### config.mk
export PLATFORM = sky130hd
export DESIGN_NAME = dgr_range_clamp_ctrl
export DESIGN_NICKNAME = d
export VERILOG_FILES = /design/src/hw/dgr_pkg.sv /design/src/hw/dgr_detect_if.sv /design/src/hw/dgr_range_clamp_ctrl.sv /design/src/hw/dgr_range_detect.sv
export SDC_FILE = /design/constraint.sdc
export NUM_CORES = 1
export LEC_CHECK = 0
export ABC_AREA = 1
export BUFFER_PORTS_ARGS = -buffer_cell sky130_fd_sc_hd__buf_2
export CAP_MARGIN = 20
export CORE_ASPECT_RATIO = 1.2
export CORE_MARGIN = 2
export CORE_UTILIZATION = 39
export DETAILED_ROUTE_END_ITERATION = 12
export HOLD_SLACK_MARGIN = 0.03
export PLACE_DENSITY = 0.65
export SYNTH_ARGS = -nofsm -noshare
export SYNTH_HDL_FRONTEND = slang
export SYNTH_SLANG_ARGS = --single-unit
### constraint.sdc
create_clock -name mclk -period 1.6 [get_ports mclk]
set_clock_uncertainty 0.05 [all_clocks]
set_input_delay 0.32 -clock mclk [delete_from_list [all_inputs] [get_ports mclk]]
set_output_delay 0.32 -clock mclk [all_outputs]
set_load 0.01 [all_outputs]
### src/hw/dgr_pkg.sv
// Constants for the DAC group range and clamp controller.
// Assumes a single 250 MHz clock and a 24-bit serial register frame.
// Contract
// - Sixteen channels form four groups of four.
// - Each group shares one range, one clamp.
// - Reset drives all outputs to clamp value.
// - Reset returns DAC data to defaults.
// - Supply below threshold selects minus ten range.
// - Supply above threshold selects plus five range.
// - Detection results readable in general status.
// - Power-down or config writes rerun detection.
// - Software range writes apply to any group.
// - Optional automatic clamp on alarm event.
// - Clamp value follows supply pin, not range.
// - Positive range allowed with negative clamp.
package dgr_pkg;
	localparam int NumGroups = 4;
	localparam int ChanPerGroup = 4;
	localparam int NumChan = 16;
	localparam int RangeW = 2;
	// Register offsets
	localparam logic [7:0] OffDevCfg = 8'h02;
	localparam logic [7:0] OffRangeLow = 8'h1e;
	localparam logic [7:0] OffRangeHigh = 8'h1f;
	localparam logic [7:0] OffGenStatus = 8'h72;
	localparam logic [7:0] OffPowerDownLow = 8'hb2;
	localparam logic [7:0] OffPowerDownHigh = 8'hb3;
	// Range codes
	localparam logic [1:0] RangePos5 = 2'h0;
	localparam logic [1:0] RangePos10 = 2'h1;
	localparam logic [1:0] RangeNeg5 = 2'h2;
	localparam logic [1:0] RangeNeg10 = 2'h3;
	// Device configuration fields
	localparam int CfgAlarmClampBit = 0;
	localparam int CfgClampReleaseBit = 1;
	localparam logic [7:0] CfgReset = 8'h00;
	localparam logic [7:0] CfgStoreMask = 8'hfd;
	// Reset values
	localparam logic [15:0] PowerDownReset = 16'h0000;
	localparam logic [3:0] ClampReset = 4'hf;
	localparam logic [7:0] RangeReset = 8'h00;
	// Serial frame layout
	localparam int FrameBits = 24;
	localparam int ReadFlagBit = 23;
	localparam int AddrMsb = 15;
	localparam int AddrLsb = 8;
	localparam logic [4:0] CntAddrDone = 5'h0f;
	localparam logic [4:0] CntDataStart = 5'h10;
	localparam logic [4:0] CntLast = 5'h17;
	// Comparator settle time before a detection result is taken
	localparam int SettleNs = 16;
	localparam int SettleCycles = (SettleNs + 3) / 4;
	localparam int CntW = 4;
endpackage

### src/hw/dgr_detect_if.sv
// Carrier between the controller and its auto-range detector.
// Assumes both ends run on the same clock.
`timescale 1ns/100ps
interface dgr_detect_if;
	logic trigger; // One-cycle request to run detection
	logic [3:0] belowSync; // Synchronised comparator levels per group
	logic [3:0] detectNeg; // Captured result, high means negative supply
	logic done; // One-cycle pulse when result is captured
	modport ctrl (output trigger, output belowSync, input detectNeg, input done);
	modport det (input trigger, input belowSync, output detectNeg, output done);
endinterface

### src/hw/dgr_range_clamp_ctrl.sv
// Top of the DAC group range and clamp controller with serial register port.
// Assumes asynchronous serial pins, comparator levels and alarm from outside.
`timescale 1ns/100ps
module dgr_range_clamp_ctrl (
	input wire logic mclk,
	input wire logic rst,
	input wire logic spiCsN,
	input wire logic spiSclk,
	input wire logic spiSdi,
	output logic spiSdo,
	output logic spiSdoOe,
	input wire logic [3:0] supplyBelowTh,
	input wire logic alarmEvent,
	output logic [7:0] groupRange,
	output logic [3:0] groupClampNeg,
	output logic [15:0] chanClamp,
	output logic [15:0] chanPowerDown,
	output logic dataDefaultLoad
);
	localparam int DetLatMax = 10; // Trigger to done, worst case

	dgr_detect_if det ();

	dgr_range_detect #(
		.Settle(dgr_pkg::SettleCycles)
	) u_detect (
		.mclk(mclk),
		.rst(rst),
		.det(det.det)
	);

	////////////////////////////////////////////////////////////////////////
	// Input synchronisers
	logic [7:0] meta1Q; // First stage, read only by second stage
	logic [7:0] meta2Q; // Second stage
	logic [1:0] prevQ; // History of chip select and serial clock
	logic csActive, sclkRise, sclkFall, alarmSync;

	// Two flip-flops per asynchronous input
	always_ff @(posedge mclk) begin
		if (rst) begin
			// Idle pin levels: deselected, serial clock low, so no false edge
			meta1Q <= 8'h01;
			meta2Q <= 8'h01;
			prevQ <= 2'h1;
		end else begin
			meta1Q <= {alarmEvent, supplyBelowTh, spiSdi, spiSclk, spiCsN};
			meta2Q <= meta1Q;
			prevQ <= meta2Q[1:0];
		end
	end

	assign csActive = ~meta2Q[0];
	assign sclkRise = meta2Q[1] & ~prevQ[1];
	assign sclkFall = ~meta2Q[1] & prevQ[1];
	assign alarmSync = meta2Q[7];
	assign det.belowSync = meta2Q[6:3];

	////////////////////////////////////////////////////////////////////////
	// Register state
	logic [7:0] cfgQ, cfgD; // Device configuration
	logic [7:0] rangeQ, rangeD; // Two bits per group
	logic [15:0] pdQ, pdD; // Power-down per channel
	logic [3:0] statusQ, statusD; // Detected negative supply per group
	logic [3:0] clampQ, clampD; // Clamp active per group
	logic initQ; // High in reset and one cycle after
	logic wrQ, wrD; // One-cycle register write strobe
	logic [7:0] wrAddrQ, wrAddrD; // Write address
	logic [7:0] wrDataQ, wrDataD; // Write data

	// Read data mux; unmapped offsets read zero
	function automatic logic [7:0] readData(input logic [7:0] addr);
		logic [7:0] r;
		r = 8'h00;
		unique case (addr)
			dgr_pkg::OffDevCfg: r = cfgQ;
			dgr_pkg::OffRangeLow: r = {2'h0, rangeQ[3:2], 2'h0, rangeQ[1:0]};
			dgr_pkg::OffRangeHigh: r = {2'h0, rangeQ[7:6], 2'h0, rangeQ[5:4]};
			dgr_pkg::OffGenStatus: r = {clampQ, statusQ};
			dgr_pkg::OffPowerDownLow: r = pdQ[7:0];
			dgr_pkg::OffPowerDownHigh: r = pdQ[15:8];
			default: r = 8'h00;
		endcase
		return r;
	endfunction

	////////////////////////////////////////////////////////////////////////
	// Serial frame engine
	logic [23:0] shQ, shD; // Incoming bits
	logic [4:0] cntQ, cntD; // Bits received in frame
	logic [7:0] txQ, txD; // Outgoing read data
	logic sdoQ, sdoD; // Registered serial output

	// Shift in on rising serial clock, out on falling
	always_comb begin
		shD = shQ;
		cntD = cntQ;
		txD = txQ;
		sdoD = sdoQ;
		wrD = 1'b0;
		wrAddrD = wrAddrQ;
		wrDataD = wrDataQ;
		if (!csActive) begin
			// Idle frame resets the bit count
			cntD = 5'h00;
			sdoD = 1'b0;
		end else if (sclkRise) begin
			shD = {shQ[22:0], meta2Q[2]};
			if (cntQ != 5'h1f) begin
				cntD = cntQ + 5'h01;
			end
			// Address complete: fetch read data
			if (cntQ == dgr_pkg::CntAddrDone) begin
				// Only sixteen bits are in, so the address still sits at the bottom
				txD = readData(shD[dgr_pkg::AddrMsb - dgr_pkg::AddrLsb:0]);
			end
			// Last bit of a write frame commits it
			if (cntQ == dgr_pkg::CntLast && !shD[dgr_pkg::ReadFlagBit]) begin
				wrD = 1'b1;
				wrAddrD = shD[dgr_pkg::AddrMsb:dgr_pkg::AddrLsb];
				wrDataD = shD[7:0];
			end
		end else if (sclkFall && cntQ >= dgr_pkg::CntDataStart && cntQ <= dgr_pkg::CntLast) begin
			// Present read data MSB first
			sdoD = txQ[7];
			txD = {txQ[6:0], 1'b0};
		end
	end

	// Frame registers
	always_ff @(posedge mclk) begin
		if (rst) begin
			shQ <= 24'h000000;
			cntQ <= 5'h00;
			txQ <= 8'h00;
			sdoQ <= 1'b0;
			wrQ <= 1'b0;
			wrAddrQ <= 8'h00;
			wrDataQ <= 8'h00;
		end else begin
			shQ <= shD;
			cntQ <= cntD;
			txQ <= txD;
			sdoQ <= sdoD;
			wrQ <= wrD;
			wrAddrQ <= wrAddrD;
			wrDataQ <= wrDataD;
		end
	end

	assign spiSdo = sdoQ;
	assign spiSdoOe = csActive;

	////////////////////////////////////////////////////////////////////////
	// Register file, detection trigger and clamp control
	logic wrTrig;

	// power-down or config writes rerun detection
	assign wrTrig = wrQ && (wrAddrQ == dgr_pkg::OffDevCfg
		|| wrAddrQ == dgr_pkg::OffPowerDownLow || wrAddrQ == dgr_pkg::OffPowerDownHigh);
	assign det.trigger = wrTrig | initQ;

	// Next register values
	always_comb begin
		cfgD = cfgQ;
		rangeD = rangeQ;
		pdD = pdQ;
		statusD = statusQ;
		clampD = clampQ;
		// results change only on detector completion
		if (det.done) begin
			statusD = det.detectNeg;
			for (int g = 0; g < dgr_pkg::NumGroups; g++) begin
				rangeD[2*g +: 2] = det.detectNeg[g] ? dgr_pkg::RangeNeg10 : dgr_pkg::RangePos5;
			end
		end
		if (wrQ) begin
			unique case (wrAddrQ)
				dgr_pkg::OffDevCfg: begin
					cfgD = wrDataQ & dgr_pkg::CfgStoreMask;
					if (wrDataQ[dgr_pkg::CfgClampReleaseBit]) begin
						clampD = 4'h0;
					end
				end
				// software range applies to any group
				dgr_pkg::OffRangeLow: rangeD[3:0] = {wrDataQ[5:4], wrDataQ[1:0]};
				dgr_pkg::OffRangeHigh: rangeD[7:4] = {wrDataQ[5:4], wrDataQ[1:0]};
				dgr_pkg::OffPowerDownLow: pdD[7:0] = wrDataQ;
				dgr_pkg::OffPowerDownHigh: pdD[15:8] = wrDataQ;
				default: ;
			endcase
		end
		// alarm forces clamp; set wins over release
		if (cfgQ[dgr_pkg::CfgAlarmClampBit] && alarmSync) begin
			clampD = 4'hf;
		end
	end

	// reset clamps outputs and loads data defaults
	always_ff @(posedge mclk) begin
		if (rst) begin
			cfgQ <= dgr_pkg::CfgReset;
			rangeQ <= dgr_pkg::RangeReset;
			pdQ <= dgr_pkg::PowerDownReset;
			statusQ <= 4'h0;
			clampQ <= dgr_pkg::ClampReset;
			initQ <= 1'b1;
		end else begin
			cfgQ <= cfgD;
			rangeQ <= rangeD;
			pdQ <= pdD;
			statusQ <= statusD;
			clampQ <= clampD;
			initQ <= 1'b0;
		end
	end

	for (genvar c = 0; c < dgr_pkg::NumChan; c++) begin : g_chan
		assign chanClamp[c] = clampQ[c / dgr_pkg::ChanPerGroup];
	end

	assign groupRange = rangeQ;
	// clamp polarity from supply pin only
	assign groupClampNeg = statusQ;
	assign chanPowerDown = pdQ;
	assign dataDefaultLoad = initQ;
endmodule

### src/hw/dgr_range_detect.sv
// Auto-range detector: waits for comparators to settle, then captures.
// Assumes synchronised comparator inputs and a one-cycle trigger.
`timescale 1ns/100ps
module dgr_range_detect #(
	parameter int Settle = dgr_pkg::SettleCycles
) (
	input wire logic mclk,
	input wire logic rst,
	dgr_detect_if.det det
);
	typedef enum logic [1:0] {DetIdle, DetSettle, DetCapture} dgr_det_state_t;

	dgr_det_state_t state_q, state_d; // Detector sequence
	logic [dgr_pkg::CntW-1:0] cnt_q, cnt_d; // Settle counter
	logic [3:0] resQ, resD; // Held result
	logic doneQ, doneD; // Completion pulse

	////////////////////////////////////////////////////////////////////////
	// Next-state logic
	always_comb begin
		state_d = state_q;
		cnt_d = cnt_q;
		resD = resQ;
		doneD = 1'b0;
		unique case (state_q)
			DetIdle: begin
				// A new trigger starts the settle wait from zero
				if (det.trigger) begin
					state_d = DetSettle;
					cnt_d = '0;
				end
			end
			DetSettle: begin
				// Retrigger restarts the wait
				if (det.trigger) begin
					cnt_d = '0;
				end else if (cnt_q == dgr_pkg::CntW'(Settle - 1)) begin
					state_d = DetCapture;
				end else begin
					cnt_d = cnt_q + 1'b1;
				end
			end
			DetCapture: begin
				resD = det.belowSync;
				doneD = 1'b1;
				state_d = det.trigger ? DetSettle : DetIdle;
				cnt_d = '0;
			end
		endcase
	end

	// Registers
	always_ff @(posedge mclk) begin
		if (rst) begin
			state_q <= DetIdle;
			cnt_q <= '0;
			resQ <= 4'h0;
			doneQ <= 1'b0;
		end else begin
			state_q <= state_d;
			cnt_q <= cnt_d;
			resQ <= resD;
			doneQ <= doneD;
		end
	end

	assign det.detectNeg = resQ;
	assign det.done = doneQ;
endmodule
==> flow_summary.html, run 1 <==
<table>
<tr><th>Metric</th><th>Value</th></tr>
<tr><th colspan="2">Finish</th></tr>
<tr><td>Fillers</td><td>1217</td></tr>
<tr><td>Antenna Diode Count</td><td>0</td></tr>
<tr><td>Share of layout cells above drive strength 1</td><td>21.0%</td></tr>
<tr><td>Nets</td><td>748</td></tr>
<tr><td>Core Util, Final</td><td>50.1%</td></tr>
<tr><td>Synthesis-to-finish area growth</td><td>26.7%</td></tr>
<tr><th colspan="2">Clock network</th></tr>
<tr><td>Hold buffer count at cts</td><td>0</td></tr>
<tr><td>Number of clock buffers inserted by TritonCTS</td><td>17</td></tr>
<tr><td>CTS Sinks</td><td>119</td></tr>
<tr><td>Source-to-sink clock delay at the later pin of the worst-skew pair</td><td>410 ps</td></tr>
<tr><td>Clock transition at the registers of the reported paths</td><td>50 ps</td></tr>
<tr><td>CTS tree</td><td>built</td></tr>
<tr><td>Number of buffers on the longest clock path</td><td>2</td></tr>
<tr><td>Clock tree root driver cell</td><td>clkbuf_16</td></tr>
<tr><td>Htree depth</td><td>4</td></tr>
<tr><th colspan="2">Synthesis</th></tr>
<tr><td>Cells after Synth</td><td>663</td></tr>
<tr><td>Library cell with the highest instance count after synthesis</td><td>nor2_1</td></tr>
<tr><td>Area leader, netlist</td><td>dfxtp_1</td></tr>
<tr><td>Area share of the leading cell type in the synthesized netlist</td><td>48.2%</td></tr>
<tr><td>Fraction of synthesis flops using an asynchronous set or reset pin</td><td>0%</td></tr>
<tr><td>Yosys warns</td><td>0</td></tr>
<tr><td>Netlist cell types</td><td>31</td></tr>
<tr><td>Synth top area cells</td><td>dfxtp_1, nor2_1, a21oi_1</td></tr>
<tr><td>Average instance area after synthesis</td><td>7.45 sq um</td></tr>
<tr><td>Mapped cell area</td><td>4940 sq um</td></tr>
<tr><td>Most frequent cells after synthesis</td><td>nor2_1, dfxtp_1, nand2_1</td></tr>
<tr><td>Syn Nets</td><td>677</td></tr>
<tr><td>Most frequently used flop master after synthesis</td><td>dfxtp_1</td></tr>
<tr><td>Post-synth EDFFs</td><td>0</td></tr>
<tr><td>Post-synthesis sequential area ratio</td><td>48.2%</td></tr>
<tr><td>Register bit count reported by yosys</td><td>119</td></tr>
<tr><th colspan="2">Timing</th></tr>
<tr><td>Slew at the pin closest to its max-slew limit</td><td>435 ps</td></tr>
<tr><td>Number of slew-limit violations in the final report</td><td>0</td></tr>
<tr><td>Highest attainable clock frequency</td><td>0.629 GHz</td></tr>
<tr><td>Final setup violation count</td><td>0</td></tr>
<tr><td>Number of endpoints with negative hold slack in the final report</td><td>0</td></tr>
<tr><td>Final critical delay including setup and external delays</td><td>1590 ps</td></tr>
<tr><td>Max_slew headroom</td><td>71.0%</td></tr>
<tr><td>Setup repair after global routing missed its margin</td><td>true</td></tr>
<tr><td>Period Utilization, post-route</td><td>99.3%</td></tr>
<tr><td>Accumulated negative setup slack</td><td>0 ps</td></tr>
<tr><th colspan="2">Place</th></tr>
<tr><td>Count of buffers from port buffering</td><td>56</td></tr>
<tr><td>Final GP Congestion</td><td>0.888</td></tr>
<tr><td>Placed wire-length estimate after detailed placement</td><td>8550 um</td></tr>
<tr><th colspan="2">Critical path</th></tr>
<tr><td>Maximum fanout count along the critical path</td><td>5</td></tr>
<tr><td>Slowest cell delay on critical path</td><td>400 ps</td></tr>
<tr><td>Startpoint Class</td><td>register</td></tr>
<tr><td>Worst-case register-to-register setup slack</td><td>10 ps</td></tr>
<tr><td>Data arrival time at the worst-slack endpoint</td><td>1850 ps</td></tr>
<tr><td>Crit-path leading delay family</td><td>simple AND/OR/NAND/NOR gates</td></tr>
<tr><td>Endpoint kind of the worst setup timing path</td><td>register</td></tr>
<tr><td>Required time at the endpoint of the critical path</td><td>1860 ps</td></tr>
<tr><td>Worst-path cell chain</td><td>nand2_1 &gt; nor2_2 &gt; nand4_1 &gt; nor2_4 &gt; nor2_1 &gt; a211oi_1</td></tr>
<tr><td>Critical path buffer and inverter count</td><td>0</td></tr>
<tr><td>Critical setup path kind</td><td>register to register</td></tr>
<tr><td>Cell with the biggest individual delay on the critical path</td><td>dfxtp_1</td></tr>
<tr><th colspan="2">Pwr</th></tr>
<tr><td>Sum of internal, switching and leakage power</td><td>7.16 mW</td></tr>
<tr><td>Internal power</td><td>5.74 mW</td></tr>
<tr><td>Worst vdd ir</td><td>0.521 mV</td></tr>
<tr><td>Sequential Power Share</td><td>42.1%</td></tr>
<tr><td>Portion of total power attributed to the clock network</td><td>55.5%</td></tr>
<tr><td>Fraction of power spent switching nets</td><td>19.8%</td></tr>
<tr><td>Ratio of total power to cell area</td><td>1140 nW/um^2</td></tr>
<tr><td>Net load switching power</td><td>1.42 mW</td></tr>
<tr><td>Fraction of power consumed by combinational cells</td><td>2.4%</td></tr>
<tr><td>Leakage power</td><td>2.81 nW</td></tr>
<tr><th colspan="2">Global routing</th></tr>
<tr><td>Wire length of the first global-routing pass</td><td>19700 um</td></tr>
<tr><td>Global-route congestion overflow total</td><td>0</td></tr>
<tr><td>Overall Global Routing Usage</td><td>18.6%</td></tr>
<tr><td>Maximum number of pins on one net before global-route repair</td><td>42</td></tr>
<tr><td>Vias in the first global route</td><td>3987</td></tr>
<tr><td>Number of antenna violations at the first check in global routing</td><td>0</td></tr>
<tr><th colspan="2">Floorplan</th></tr>
<tr><td>Y dimension of the die</td><td>127 um</td></tr>
<tr><td>Core region area</td><td>12500 sq um</td></tr>
<tr><td>Overall die area</td><td>13600 sq um</td></tr>
<tr><td>Initial core utilization</td><td>39.5%</td></tr>
<tr><td>Core Rows</td><td>45</td></tr>
<tr><td>Die width</td><td>107 um</td></tr>
<tr><td>Count of boundary I/O pins</td><td>57</td></tr>
<tr><th colspan="2">Run status</th></tr>
<tr><td>Run status</td><td>finished, final reports clean</td></tr>
<tr><th colspan="2">Detailed routing</th></tr>
<tr><td>Routed vias</td><td>4483</td></tr>
<tr><td>Avg WL per Cell</td><td>13.7 um</td></tr>
<tr><td>Violation count after the first detailed-route iteration</td><td>279</td></tr>
<tr><td>Count of TritonRoute iterations in the first routing pass</td><td>5</td></tr>
<tr><td>Post-detailed-route count of antenna-violating nets</td><td>0</td></tr>
<tr><td>Post-detailed-route DRC marker count</td><td>0</td></tr>
<tr><td>Detailed-route vias per instance</td><td>4.92</td></tr>
<tr><td>Final routed wirelength across all metal layers</td><td>12500 um</td></tr>
<tr><th colspan="2">Flow run</th></tr>
<tr><td>Number of max-cap violations</td><td>0</td></tr>
<tr><th colspan="2">Worst hold path</th></tr>
<tr><td>Class of the tightest hold or removal check</td><td>primary input to register</td></tr>
</table>
==> cells by family after synthesis <==
kind of cell | count (synthesis) | share of synthesized area (%)
buf+inv | 111 | 10.1
flops | 119 | 48.2
fa+ha+maj | 4 | 1.01
xor+xnor | 3 | 0.532
compound gates | 145 | 15.6
simple gates | 281 | 24.5
==> registers in the layout (all words and copies together) (netlist names), 2 cells and up <==
signal / flops
groupClampNeg: 4
shQ: 23
u_detect.state_q: 2
txQ: 8
cfgQ: 7
cntQ: 5
chanPowerDown: 16
meta1Q: 8
meta2Q: 8
wrDataQ: 8
groupRange: 8
u_detect.det.detectNeg: 4
wrAddrQ: 8
u_detect.cnt_q: 4
==> cells in the final DEF (no fill, tap or decap), types with 2 or more instances in the layout <==
cell / instances
bufinv_16: 4
buf_12: 5
a21oi_2: 3
ha_1: 3
clkinvlp_4: 2
nand3_2: 2
o21ai_0: 52
dfxtp_1: 116
clkbuf_8: 2
a21oi_1: 62
nor2_4: 5
clkbuf_16: 18
nand2_1: 82
o21ai_2: 6
clkbuf_1: 4
xor2_1: 3
dfxtp_2: 3
or2_2: 2
a211oi_1: 14
nor3_2: 2
buf_4: 26
nor3_1: 4
a21boi_0: 2
nand2_2: 5
nand3_1: 37
inv_2: 3
nand4_1: 9
buf_2: 56
clkinv_2: 4
nor2_1: 126
inv_1: 67
o21ai_1: 5
nor2_2: 3
==> metrics by stage <==
stage          hold WS (ps)  area, sq um  setup slack [ps]  cells
2_1_floorplan           298         4940              62.6    663
3_3_place_gp            342         5480              53.8    873
3_5_place_dp            346         5480             0.299    873
4_1_cts                41.8         6090             -10.4    905
5_1_grt                42.5         6260             -79.3    911
6_report               48.9         6260              11.2    911
==> per-layer routing <==
metal | part of all wire (%) | global-route usage [%] | up-vias | wire length, um
met5 | 0 | 0 | - | 0
li1 | - | - | 2296 | -
met2 | 48 | 31.6 | 122 | 5980
met3 | 5.0 | 5.10 | 20 | 620
met4 | 2.1 | 6.95 | 0 | 256
met1 | 45 | 22.3 | 2045 | 5600
==> worst paths after layout <==
path                    from        end  depth (start not counted)
hold / removal        spiCsN  meta1Q[0]                          2
setup reg to reg  wrAddrQ[1]    cfgQ[3]                          6
setup / recovery  wrAddrQ[1]    cfgQ[3]                          6
hold reg to reg    meta1Q[6]  meta2Q[6]                          2
==> final cells by class <==
| type | count | area [sq um] | area share (%) |
|---|---|---|---|
| repair buffers | 90 | 627 | 10.0 |
| inverters | 72 | 279 | 4.46 |
| multi-input cells | 434 | 2140 | 34.3 |
| well taps | 164 | 205 | 3.28 |
| clock buffers | 23 | 468 | 7.48 |
| clock inverters | 9 | 148 | 2.36 |
| flip-flops and latches | 119 | 2390 | 38.1 |
==> power by group through the flow <==
stage               Combinational [mW]  Sequential (mW)  Clock [mW]
floorplan                       0.0974             3.07           0
global placement                 0.160             3.08           0
detailed placement               0.164             3.08           0
CTS                              0.165             3.01        4.02
global route                     0.186             3.02        4.16
finish                           0.169             3.02        3.97
==> timing repair <==
item                       4_1_cts  5_1_grt
gates cloned                     0        2
gates resized for setup          1       41
setup endpoints to repair        4       39
setup buffers                    0        4
pin swaps                        0        6
Power figures use the tool's default switching activity.
==> run 2, diff against run 1 <==
PLACE_DENSITY = 0.63   (was 0.65)
clock period = 1.85 ns   (was 1.6 ns; I/O delays follow)
==> run 2 against run 1 <==
Effect of this change:
- power down 7.2%
- non-clock buffer count shrank 18
- wire length decreased by 1.9%
- fmax fell by 6.0%
- setup slack improved by 150 ps
- register-to-register slack improved by 150 ps
- highest routed layer unchanged
- die area is the same
- core utilization shrank 1.9 points
- global-route usage rose by 0.19 points
- critical endpoint is now wrDataQ[2]
- flip-flop and latch count stayed put
- worst hold slack gained 39 ps
==> flow_summary.html, run 2 (synthesis results as in run 1) <==
<table>
<tr><th>Metric</th><th>Value</th></tr>
<tr><th colspan="2">Run status</th></tr>
<tr><td>Run status</td><td>finished, final reports clean (unchanged)</td></tr>
<tr><th colspan="2">Detailed routing</th></tr>
<tr><td>Post-detailed-route count of antenna-violating nets</td><td>0 (unchanged)</td></tr>
<tr><td>Violation count after the first detailed-route iteration</td><td>233 (was 279)</td></tr>
<tr><td>Post-detailed-route DRC marker count</td><td>0 (unchanged)</td></tr>
<tr><td>Detailed-route vias per instance</td><td>4.92 (about the same)</td></tr>
<tr><td>Routed vias</td><td>4390 (was 4483)</td></tr>
<tr><td>Count of TritonRoute iterations in the first routing pass</td><td>4 (was 5)</td></tr>
<tr><td>Final routed wirelength across all metal layers</td><td>12200 um (was 12500 um)</td></tr>
<tr><td>Avg WL per Cell</td><td>13.7 um (about the same)</td></tr>
<tr><th colspan="2">Finish</th></tr>
<tr><td>Core Util, Final</td><td>48.2% (was 50.1%)</td></tr>
<tr><td>Share of layout cells above drive strength 1</td><td>16.2% (was 21.0%)</td></tr>
<tr><td>Biggest register</td><td>shQ (unchanged)</td></tr>
<tr><td>Commonest non-fill, non-tap cell in the layout</td><td>nor2_1 (unchanged)</td></tr>
<tr><td>Antenna Diode Count</td><td>0 (unchanged)</td></tr>
<tr><td>Nets</td><td>729 (was 748)</td></tr>
<tr><td>Most frequent cells in the layout</td><td>nor2_1, dfxtp_1, nand2_1, inv_1, a21oi_1 (unchanged)</td></tr>
<tr><td>Synthesis-to-finish area growth</td><td>21.9% (was 26.7%)</td></tr>
<tr><td>Flip-flop count of the largest register, all copies and words added</td><td>23 (unchanged)</td></tr>
<tr><td>Fillers</td><td>1260 (was 1217)</td></tr>
<tr><th colspan="2">Floorplan</th></tr>
<tr><td>Initial core utilization</td><td>39.5% (unchanged)</td></tr>
<tr><td>Core Rows</td><td>45 (unchanged)</td></tr>
<tr><td>Count of boundary I/O pins</td><td>57 (unchanged)</td></tr>
<tr><td>Overall die area</td><td>13600 sq um (unchanged)</td></tr>
<tr><td>Y dimension of the die</td><td>127 um (unchanged)</td></tr>
<tr><td>Die width</td><td>107 um (unchanged)</td></tr>
<tr><td>Core region area</td><td>12500 sq um (unchanged)</td></tr>
<tr><th colspan="2">Critical path</th></tr>
<tr><td>Worst-case register-to-register setup slack</td><td>160 ps (was 10 ps)</td></tr>
<tr><td>Required time at the endpoint of the critical path</td><td>2140 ps (was 1860 ps)</td></tr>
<tr><td>Critical setup path kind</td><td>register to register (unchanged)</td></tr>
<tr><td>Endpoint kind of the worst setup timing path</td><td>register (unchanged)</td></tr>
<tr><td>FF-to-FF path depth</td><td>8 (was 6)</td></tr>
<tr><td>Startpoint Class</td><td>register (unchanged)</td></tr>
<tr><td>Reg2reg start</td><td>cntQ[0] (was wrAddrQ[1])</td></tr>
<tr><td>Data arrival time at the worst-slack endpoint</td><td>1980 ps (was 1850 ps)</td></tr>
<tr><td>Worst reg2reg endpoint</td><td>wrDataQ[2] (was cfgQ[3])</td></tr>
<tr><td>Maximum fanout count along the critical path</td><td>12 (was 5)</td></tr>
<tr><th colspan="2">Timing</th></tr>
<tr><td>Number of endpoints with negative hold slack in the final report</td><td>0 (unchanged)</td></tr>
<tr><td>Period Utilization, post-route</td><td>91.3% (was 99.3%)</td></tr>
<tr><td>Accumulated negative setup slack</td><td>0 ps (unchanged)</td></tr>
<tr><td>Number of slew-limit violations in the final report</td><td>0 (unchanged)</td></tr>
<tr><td>Slew at the pin closest to its max-slew limit</td><td>480 ps (was 435 ps)</td></tr>
<tr><td>Highest attainable clock frequency</td><td>0.592 GHz (was 0.629 GHz)</td></tr>
<tr><td>Setup repair after global routing missed its margin</td><td>false (was true)</td></tr>
<tr><td>Final critical delay including setup and external delays</td><td>1690 ps (was 1590 ps)</td></tr>
<tr><td>Final setup violation count</td><td>0 (unchanged)</td></tr>
<tr><td>Worst path setup slack after routing</td><td>160 ps (was 11.2 ps)</td></tr>
<tr><td>Max_slew headroom</td><td>68.0% (was 71.0%)</td></tr>
<tr><td>Hold slack final</td><td>87.5 ps (was 48.9 ps)</td></tr>
<tr><th colspan="2">Clock network</th></tr>
<tr><td>Number of buffers on the longest clock path</td><td>2 (unchanged)</td></tr>
<tr><td>CTS tree</td><td>built (unchanged)</td></tr>
<tr><td>CTS Sinks</td><td>119 (unchanged)</td></tr>
<tr><td>Clock transition at the registers of the reported paths</td><td>50 ps (about the same)</td></tr>
<tr><td>Htree depth</td><td>4 (unchanged)</td></tr>
<tr><td>Clock tree root driver cell</td><td>clkbuf_16 (unchanged)</td></tr>
<tr><td>Number of clock buffers inserted by TritonCTS</td><td>17 (unchanged)</td></tr>
<tr><td>Source-to-sink clock delay at the later pin of the worst-skew pair</td><td>410 ps (about the same)</td></tr>
<tr><td>Setup repair bufs after CTS</td><td>0 (unchanged)</td></tr>
<tr><th colspan="2">Worst hold path</th></tr>
<tr><td>Hold path cells</td><td>2 (unchanged)</td></tr>
<tr><td>Start point of the worst min-delay path</td><td>spiCsN (unchanged)</td></tr>
<tr><td>Hold EP</td><td>meta1Q[0] (unchanged)</td></tr>
<tr><td>Class of the tightest hold or removal check</td><td>primary input to register (unchanged)</td></tr>
<tr><th colspan="2">Pwr</th></tr>
<tr><td>Worst vdd ir</td><td>0.441 mV (was 0.521 mV)</td></tr>
<tr><td>Portion of total power attributed to the clock network</td><td>58.9% (was 55.5%)</td></tr>
<tr><td>Sum of internal, switching and leakage power</td><td>6.64 mW (was 7.16 mW)</td></tr>
<tr><td>Internal power</td><td>5.37 mW (was 5.74 mW)</td></tr>
<tr><td>Net load switching power</td><td>1.27 mW (was 1.42 mW)</td></tr>
<tr><td>Leakage power</td><td>2.72 nW (was 2.81 nW)</td></tr>
<tr><td>Ratio of total power to cell area</td><td>1100 nW/um^2 (was 1140 nW/um^2)</td></tr>
<tr><td>Fraction of power spent switching nets</td><td>19.1% (was 19.8%)</td></tr>
<tr><td>Sequential Power Share</td><td>39.2% (was 42.1%)</td></tr>
<tr><td>Fraction of power consumed by combinational cells</td><td>1.9% (was 2.4%)</td></tr>
<tr><th colspan="2">Global routing</th></tr>
<tr><td>Vias in the first global route</td><td>4148 (was 3987)</td></tr>
<tr><td>Maximum number of pins on one net before global-route repair</td><td>42 (unchanged)</td></tr>
<tr><td>Overall Global Routing Usage</td><td>18.8% (was 18.6%)</td></tr>
<tr><td>Wire length of the first global-routing pass</td><td>19900 um (was 19700 um)</td></tr>
<tr><td>Number of antenna violations at the first check in global routing</td><td>0 (unchanged)</td></tr>
<tr><td>Global-route congestion overflow total</td><td>0 (unchanged)</td></tr>
<tr><th colspan="2">Place</th></tr>
<tr><td>Worst slack at placement</td><td>150 ps (was 0.299 ps)</td></tr>
<tr><td>Final GP Congestion</td><td>0.855 (was 0.888)</td></tr>
<tr><td>Count of buffers from port buffering</td><td>56 (unchanged)</td></tr>
<tr><td>Placed wire-length estimate after detailed placement</td><td>8600 um (was 8550 um)</td></tr>
<tr><th colspan="2">Flow run</th></tr>
<tr><td>Number of max-cap violations</td><td>0 (unchanged)</td></tr>
</table>
==> run 2: cell count changes in the layout (fill, tap and decap cells not counted), moves of 4 or more <==
cell,before,now
clkinv_2,4,0
o21ai_1,5,1
o21ai_2,6,0
buf_12,5,0
o21ai_0,52,62
buf_4,26,16
==> run 2: metrics by stage <==
stage | area [sq um] | instances
finish | 6020 | 892
global route | 6020 | 892
CTS | 6020 | 892
detailed placement | 5320 | 860
global placement | 5320 | 860
floorplan | 4940 | 663
==> run 2: worst max path at each step <==
stage / slack, ps / from / to
after global placement: 240 / cntQ[0] / txQ[1]
after floorplan: 310 / cntQ[0] / cntQ[1]
after detailed placement: 150 / cntQ[0] / txQ[3]
final: 160 / cntQ[0] / wrDataQ[2]
after CTS: 130 / cntQ[0] / wrAddrQ[2]
after global routing: 5 / cntQ[0] / wrAddrQ[2]
==> run 2: final cells by class <==
| cell class | instances | area, sq um | area share, % |
|---|---|---|---|
| Sequential cell | 119 | 2380 | 39.6 |
| Inverter | 72 | 270 | 4.49 |
| Clock buffer | 21 | 460 | 7.65 |
| Tap cell | 164 | 205 | 3.41 |
| Timing Repair Buffer | 72 | 400 | 6.65 |
| Clock inverter | 11 | 243 | 4.03 |
| Multi-Input combinational cell | 433 | 2060 | 34.2 |
==> run 2: what timing repair did <==
action / CTS / global route
gates resized for setup: 0 / 1
setup endpoints to repair: 0 / 7
hold buffers: 0 / 0
==> run 2: critical path, cell delays in order (launching register included) <==
cell     delay, ps
dfxtp_1        350
ha_1           200
nand2_1         80
inv_1           70
nand4_1        210
nor2_8         210
buf_4          200
o21ai_0        110
a21oi_1        130
==> run 2: routing by layer <==
| layer | share of wire, % | track usage [%] | vias up |
|---|---|---|---|
| met3 | 5.2 | 4.59 | 20 |
| met5 | 0 | 0 | - |
| met4 | 2.1 | 8.56 | 0 |
| met1 | 43 | 22.4 | 2023 |
| li1 | - | - | 2244 |
| met2 | 49 | 31.8 | 103 |
==> run 2: power groups by stage <==
stage                     Clock, mW  Combinational [mW]  Sequential, mW
final                          3.91               0.125            2.61
after global routing           4.08               0.142            2.61
after CTS                      3.97               0.127            2.61
after detailed placement          0               0.126            2.66
after global placement            0               0.123            2.66
after floorplan                   0              0.0842            2.66
==> run 3, diff against run 2 <==
CORE_ASPECT_RATIO = unset   (was 1.2)
==> run 3 against run 2 <==
Effect of this change:
- non-clock buffer count is 2 lower
- flip-flop and latch count unchanged
- register-to-register slack got worse by 20 ps
- clock power is 21% lower
- final cell count is 0.34% higher
- via count rose by 0.64%
- combinational power about the same
- count of clock-buffer cells in the layout increased by 5
- fmax shrank 1.1%
- highest routed layer unchanged
- critical path depth unchanged
- global-route usage shrank 0.68 points
- sequential share of layout area up 0.96 points
==> flow_summary.html, run 3 (synthesis results as in run 1) <==
<table>
<tr><th>Metric</th><th>Value</th></tr>
<tr><th colspan="2">Clock network</th></tr>
<tr><td>Clock transition at the registers of the reported paths</td><td>50 ps (about the same)</td></tr>
<tr><td>Number of buffers on the longest clock path</td><td>2 (unchanged)</td></tr>
<tr><td>Clock tree root driver cell</td><td>clkbuf_16 (unchanged)</td></tr>
<tr><td>Hold buffer count at cts</td><td>0 (unchanged)</td></tr>
<tr><td>CTS tree</td><td>built (unchanged)</td></tr>
<tr><td>CTS Sinks</td><td>119 (unchanged)</td></tr>
<tr><td>Source-to-sink clock delay at the later pin of the worst-skew pair</td><td>400 ps (was 410 ps)</td></tr>
<tr><td>Number of gates given a new drive strength after cts</td><td>0 (unchanged)</td></tr>
<tr><td>Setup repair bufs after CTS</td><td>0 (unchanged)</td></tr>
<tr><td>Htree depth</td><td>4 (unchanged)</td></tr>
<tr><td>Number of clock buffers inserted by TritonCTS</td><td>17 (unchanged)</td></tr>
<tr><th colspan="2">Critical path</th></tr>
<tr><td>Startpoint Class</td><td>register (unchanged)</td></tr>
<tr><td>FF-to-FF path depth</td><td>8 (unchanged)</td></tr>
<tr><td>Data arrival time at the worst-slack endpoint</td><td>1950 ps (was 1980 ps)</td></tr>
<tr><td>Required time at the endpoint of the critical path</td><td>2090 ps (was 2140 ps)</td></tr>
<tr><td>Worst-case register-to-register setup slack</td><td>140 ps (was 160 ps)</td></tr>
<tr><td>Critical setup path kind</td><td>register to register (unchanged)</td></tr>
<tr><td>Endpoint kind of the worst setup timing path</td><td>register (unchanged)</td></tr>
<tr><td>Maximum fanout count along the critical path</td><td>15 (was 12)</td></tr>
<tr><th colspan="2">Global routing</th></tr>
<tr><td>Maximum number of pins on one net before global-route repair</td><td>34 (was 42)</td></tr>
<tr><td>Global-route congestion overflow total</td><td>0 (unchanged)</td></tr>
<tr><td>Wire length of the first global-routing pass</td><td>18900 um (was 19900 um)</td></tr>
<tr><td>Number of antenna violations at the first check in global routing</td><td>0 (unchanged)</td></tr>
<tr><td>Overall Global Routing Usage</td><td>18.1% (was 18.8%)</td></tr>
<tr><td>Vias in the first global route</td><td>3972 (was 4148)</td></tr>
<tr><th colspan="2">Detailed routing</th></tr>
<tr><td>Wire length on met3</td><td>771 um (was 638 um)</td></tr>
<tr><td>Post-detailed-route count of antenna-violating nets</td><td>0 (unchanged)</td></tr>
<tr><td>Routed vias</td><td>4418 (was 4390)</td></tr>
<tr><td>Met2 Routed Length</td><td>5360 um (was 6040 um)</td></tr>
<tr><td>Count of TritonRoute iterations in the first routing pass</td><td>5 (was 4)</td></tr>
<tr><td>Sum of routed wire segments on met1</td><td>5420 um (was 5290 um)</td></tr>
<tr><td>Final routed wirelength across all metal layers</td><td>11700 um (was 12200 um)</td></tr>
<tr><td>Avg WL per Cell</td><td>13.1 um (was 13.7 um)</td></tr>
<tr><td>Highest metal used</td><td>met4 (unchanged)</td></tr>
<tr><td>Post-detailed-route DRC marker count</td><td>0 (unchanged)</td></tr>
<tr><td>Detailed-route vias per instance</td><td>4.94 (was 4.92)</td></tr>
<tr><td>Violation count after the first detailed-route iteration</td><td>394 (was 233)</td></tr>
<tr><th colspan="2">Finish</th></tr>
<tr><td>Fillers</td><td>1254 (was 1260)</td></tr>
<tr><td>Flip-flop count of the largest register, all copies and words added</td><td>23 (unchanged)</td></tr>
<tr><td>Nets</td><td>727 (was 729)</td></tr>
<tr><td>Antenna Diode Count</td><td>0 (unchanged)</td></tr>
<tr><td>Most frequent cells in the layout</td><td>nor2_1, dfxtp_1, nand2_1, inv_1, a21oi_1 (unchanged)</td></tr>
<tr><td>Commonest non-fill, non-tap cell in the layout</td><td>nor2_1 (unchanged)</td></tr>
<tr><td>Biggest register</td><td>shQ (unchanged)</td></tr>
<tr><td>Multi-input logic area</td><td>2060 sq um (about the same)</td></tr>
<tr><td>Synthesis-to-finish area growth</td><td>19.0% (was 21.9%)</td></tr>
<tr><td>Share of layout cells above drive strength 1</td><td>15.6% (was 16.2%)</td></tr>
<tr><td>Footprint of the flip-flops and latches</td><td>2380 sq um (unchanged)</td></tr>
<tr><td>Summed area of non-filler cells in the final layout</td><td>5880 sq um (was 6020 sq um)</td></tr>
<tr><th colspan="2">Run status</th></tr>
<tr><td>Run status</td><td>finished, final reports clean (unchanged)</td></tr>
<tr><th colspan="2">Pwr</th></tr>
<tr><td>Net load switching power</td><td>1.15 mW (was 1.27 mW)</td></tr>
<tr><td>Internal power</td><td>4.67 mW (was 5.37 mW)</td></tr>
<tr><td>Leakage power</td><td>2.66 nW (was 2.72 nW)</td></tr>
<tr><td>Ratio of total power to cell area</td><td>991 nW/um^2 (was 1100 nW/um^2)</td></tr>
<tr><td>Portion of total power attributed to the clock network</td><td>53.1% (was 58.9%)</td></tr>
<tr><td>Fraction of power spent switching nets</td><td>19.8% (was 19.1%)</td></tr>
<tr><td>Worst vdd ir</td><td>0.657 mV (was 0.441 mV)</td></tr>
<tr><td>Sequential Power Share</td><td>44.8% (was 39.2%)</td></tr>
<tr><td>Fraction of power consumed by combinational cells</td><td>2.1% (was 1.9%)</td></tr>
<tr><th colspan="2">Timing</th></tr>
<tr><td>Slew at the pin closest to its max-slew limit</td><td>448 ps (was 480 ps)</td></tr>
<tr><td>Highest attainable clock frequency</td><td>0.586 GHz (was 0.592 GHz)</td></tr>
<tr><td>Hold slack final</td><td>101 ps (was 87.5 ps)</td></tr>
<tr><td>Final setup violation count</td><td>0 (unchanged)</td></tr>
<tr><td>Max_slew headroom</td><td>70.1% (was 68.0%)</td></tr>
<tr><td>Number of endpoints with negative hold slack in the final report</td><td>0 (unchanged)</td></tr>
<tr><td>Number of slew-limit violations in the final report</td><td>0 (unchanged)</td></tr>
<tr><td>Worst path setup slack after routing</td><td>142 ps (was 160 ps)</td></tr>
<tr><td>Period Utilization, post-route</td><td>92.3% (was 91.3%)</td></tr>
<tr><td>Final critical delay including setup and external delays</td><td>1710 ps (was 1690 ps)</td></tr>
<tr><td>Accumulated negative setup slack</td><td>0 ps (unchanged)</td></tr>
<tr><th colspan="2">Floorplan</th></tr>
<tr><td>Initial core utilization</td><td>39.5% (about the same)</td></tr>
<tr><td>Count of boundary I/O pins</td><td>57 (unchanged)</td></tr>
<tr><td>Core Rows</td><td>41 (was 45)</td></tr>
<tr><td>Overall die area</td><td>13600 sq um (about the same)</td></tr>
<tr><td>Y dimension of the die</td><td>117 um (was 127 um)</td></tr>
<tr><td>Die width</td><td>117 um (was 107 um)</td></tr>
<tr><td>Core region area</td><td>12500 sq um (about the same)</td></tr>
<tr><th colspan="2">Place</th></tr>
<tr><td>Placed wire-length estimate after detailed placement</td><td>8490 um (was 8600 um)</td></tr>
<tr><td>Total placed instance area</td><td>5310 sq um (was 5320 sq um)</td></tr>
<tr><td>Final GP Congestion</td><td>0.868 (was 0.855)</td></tr>
<tr><td>Count of buffers from port buffering</td><td>56 (unchanged)</td></tr>
<tr><td>Worst slack at placement</td><td>141 ps (was 150 ps)</td></tr>
<tr><th colspan="2">Flow run</th></tr>
<tr><td>Number of max-cap violations</td><td>0 (unchanged)</td></tr>
<tr><th colspan="2">Worst hold path</th></tr>
<tr><td>Hold path cells</td><td>2 (unchanged)</td></tr>
<tr><td>Class of the tightest hold or removal check</td><td>primary input to register (unchanged)</td></tr>
</table>
## run 3: routing by layer
metal	track usage, %	up-vias
met5	0	-
met4	7.53	0
met3	5.86	19
met2	28.4	160
met1	23.0	2001
li1	-	2238
## run 3: path summary, 6_finish.rpt
check / startpoint / to
setup / recovery: cntQ[0] / wrAddrQ[3]
hold / removal: spiCsN / meta1Q[0]
setup reg to reg: cntQ[0] / wrAddrQ[3]
hold reg to reg: meta1Q[3] / meta2Q[3]
## run 3: critical path, cell delays in order, from the launching register on
cell     delay (ps)
dfxtp_1         350
ha_1            200
nand2_1          90
inv_1            70
nand4_1         250
nor2_8          220
inv_2           120
o21ai_0         190
a21oi_1          50
## run 3: power groups by stage
stage | Sequential (mW) | Clock (mW) | Combinational, mW
final | 2.61 | 3.09 | 0.124
after global routing | 2.61 | 3.27 | 0.140
after CTS | 2.61 | 3.13 | 0.124
after detailed placement | 2.66 | 0 | 0.123
after global placement | 2.66 | 0 | 0.122
after floorplan | 2.66 | 0 | 0.0842
## run 3: final cells by class
type | count | share of cell area [%]
flip-flops and latches | 119 | 40.5
clock buffers | 26 | 8.83
well taps | 172 | 3.66
repair buffers | 70 | 6.62
multi-input cells | 433 | 35.1
clock inverters | 3 | 0.681
inverters | 72 | 4.60
## run 3: metrics by stage
stage	util, %	cells	power, mW
final	47.0	895	5.82
after CTS	46.9	895	5.87
after global placement	42.4	866	2.78
after global routing	47.0	895	6.02
after detailed placement	42.4	866	2.79
after floorplan	-	663	2.74
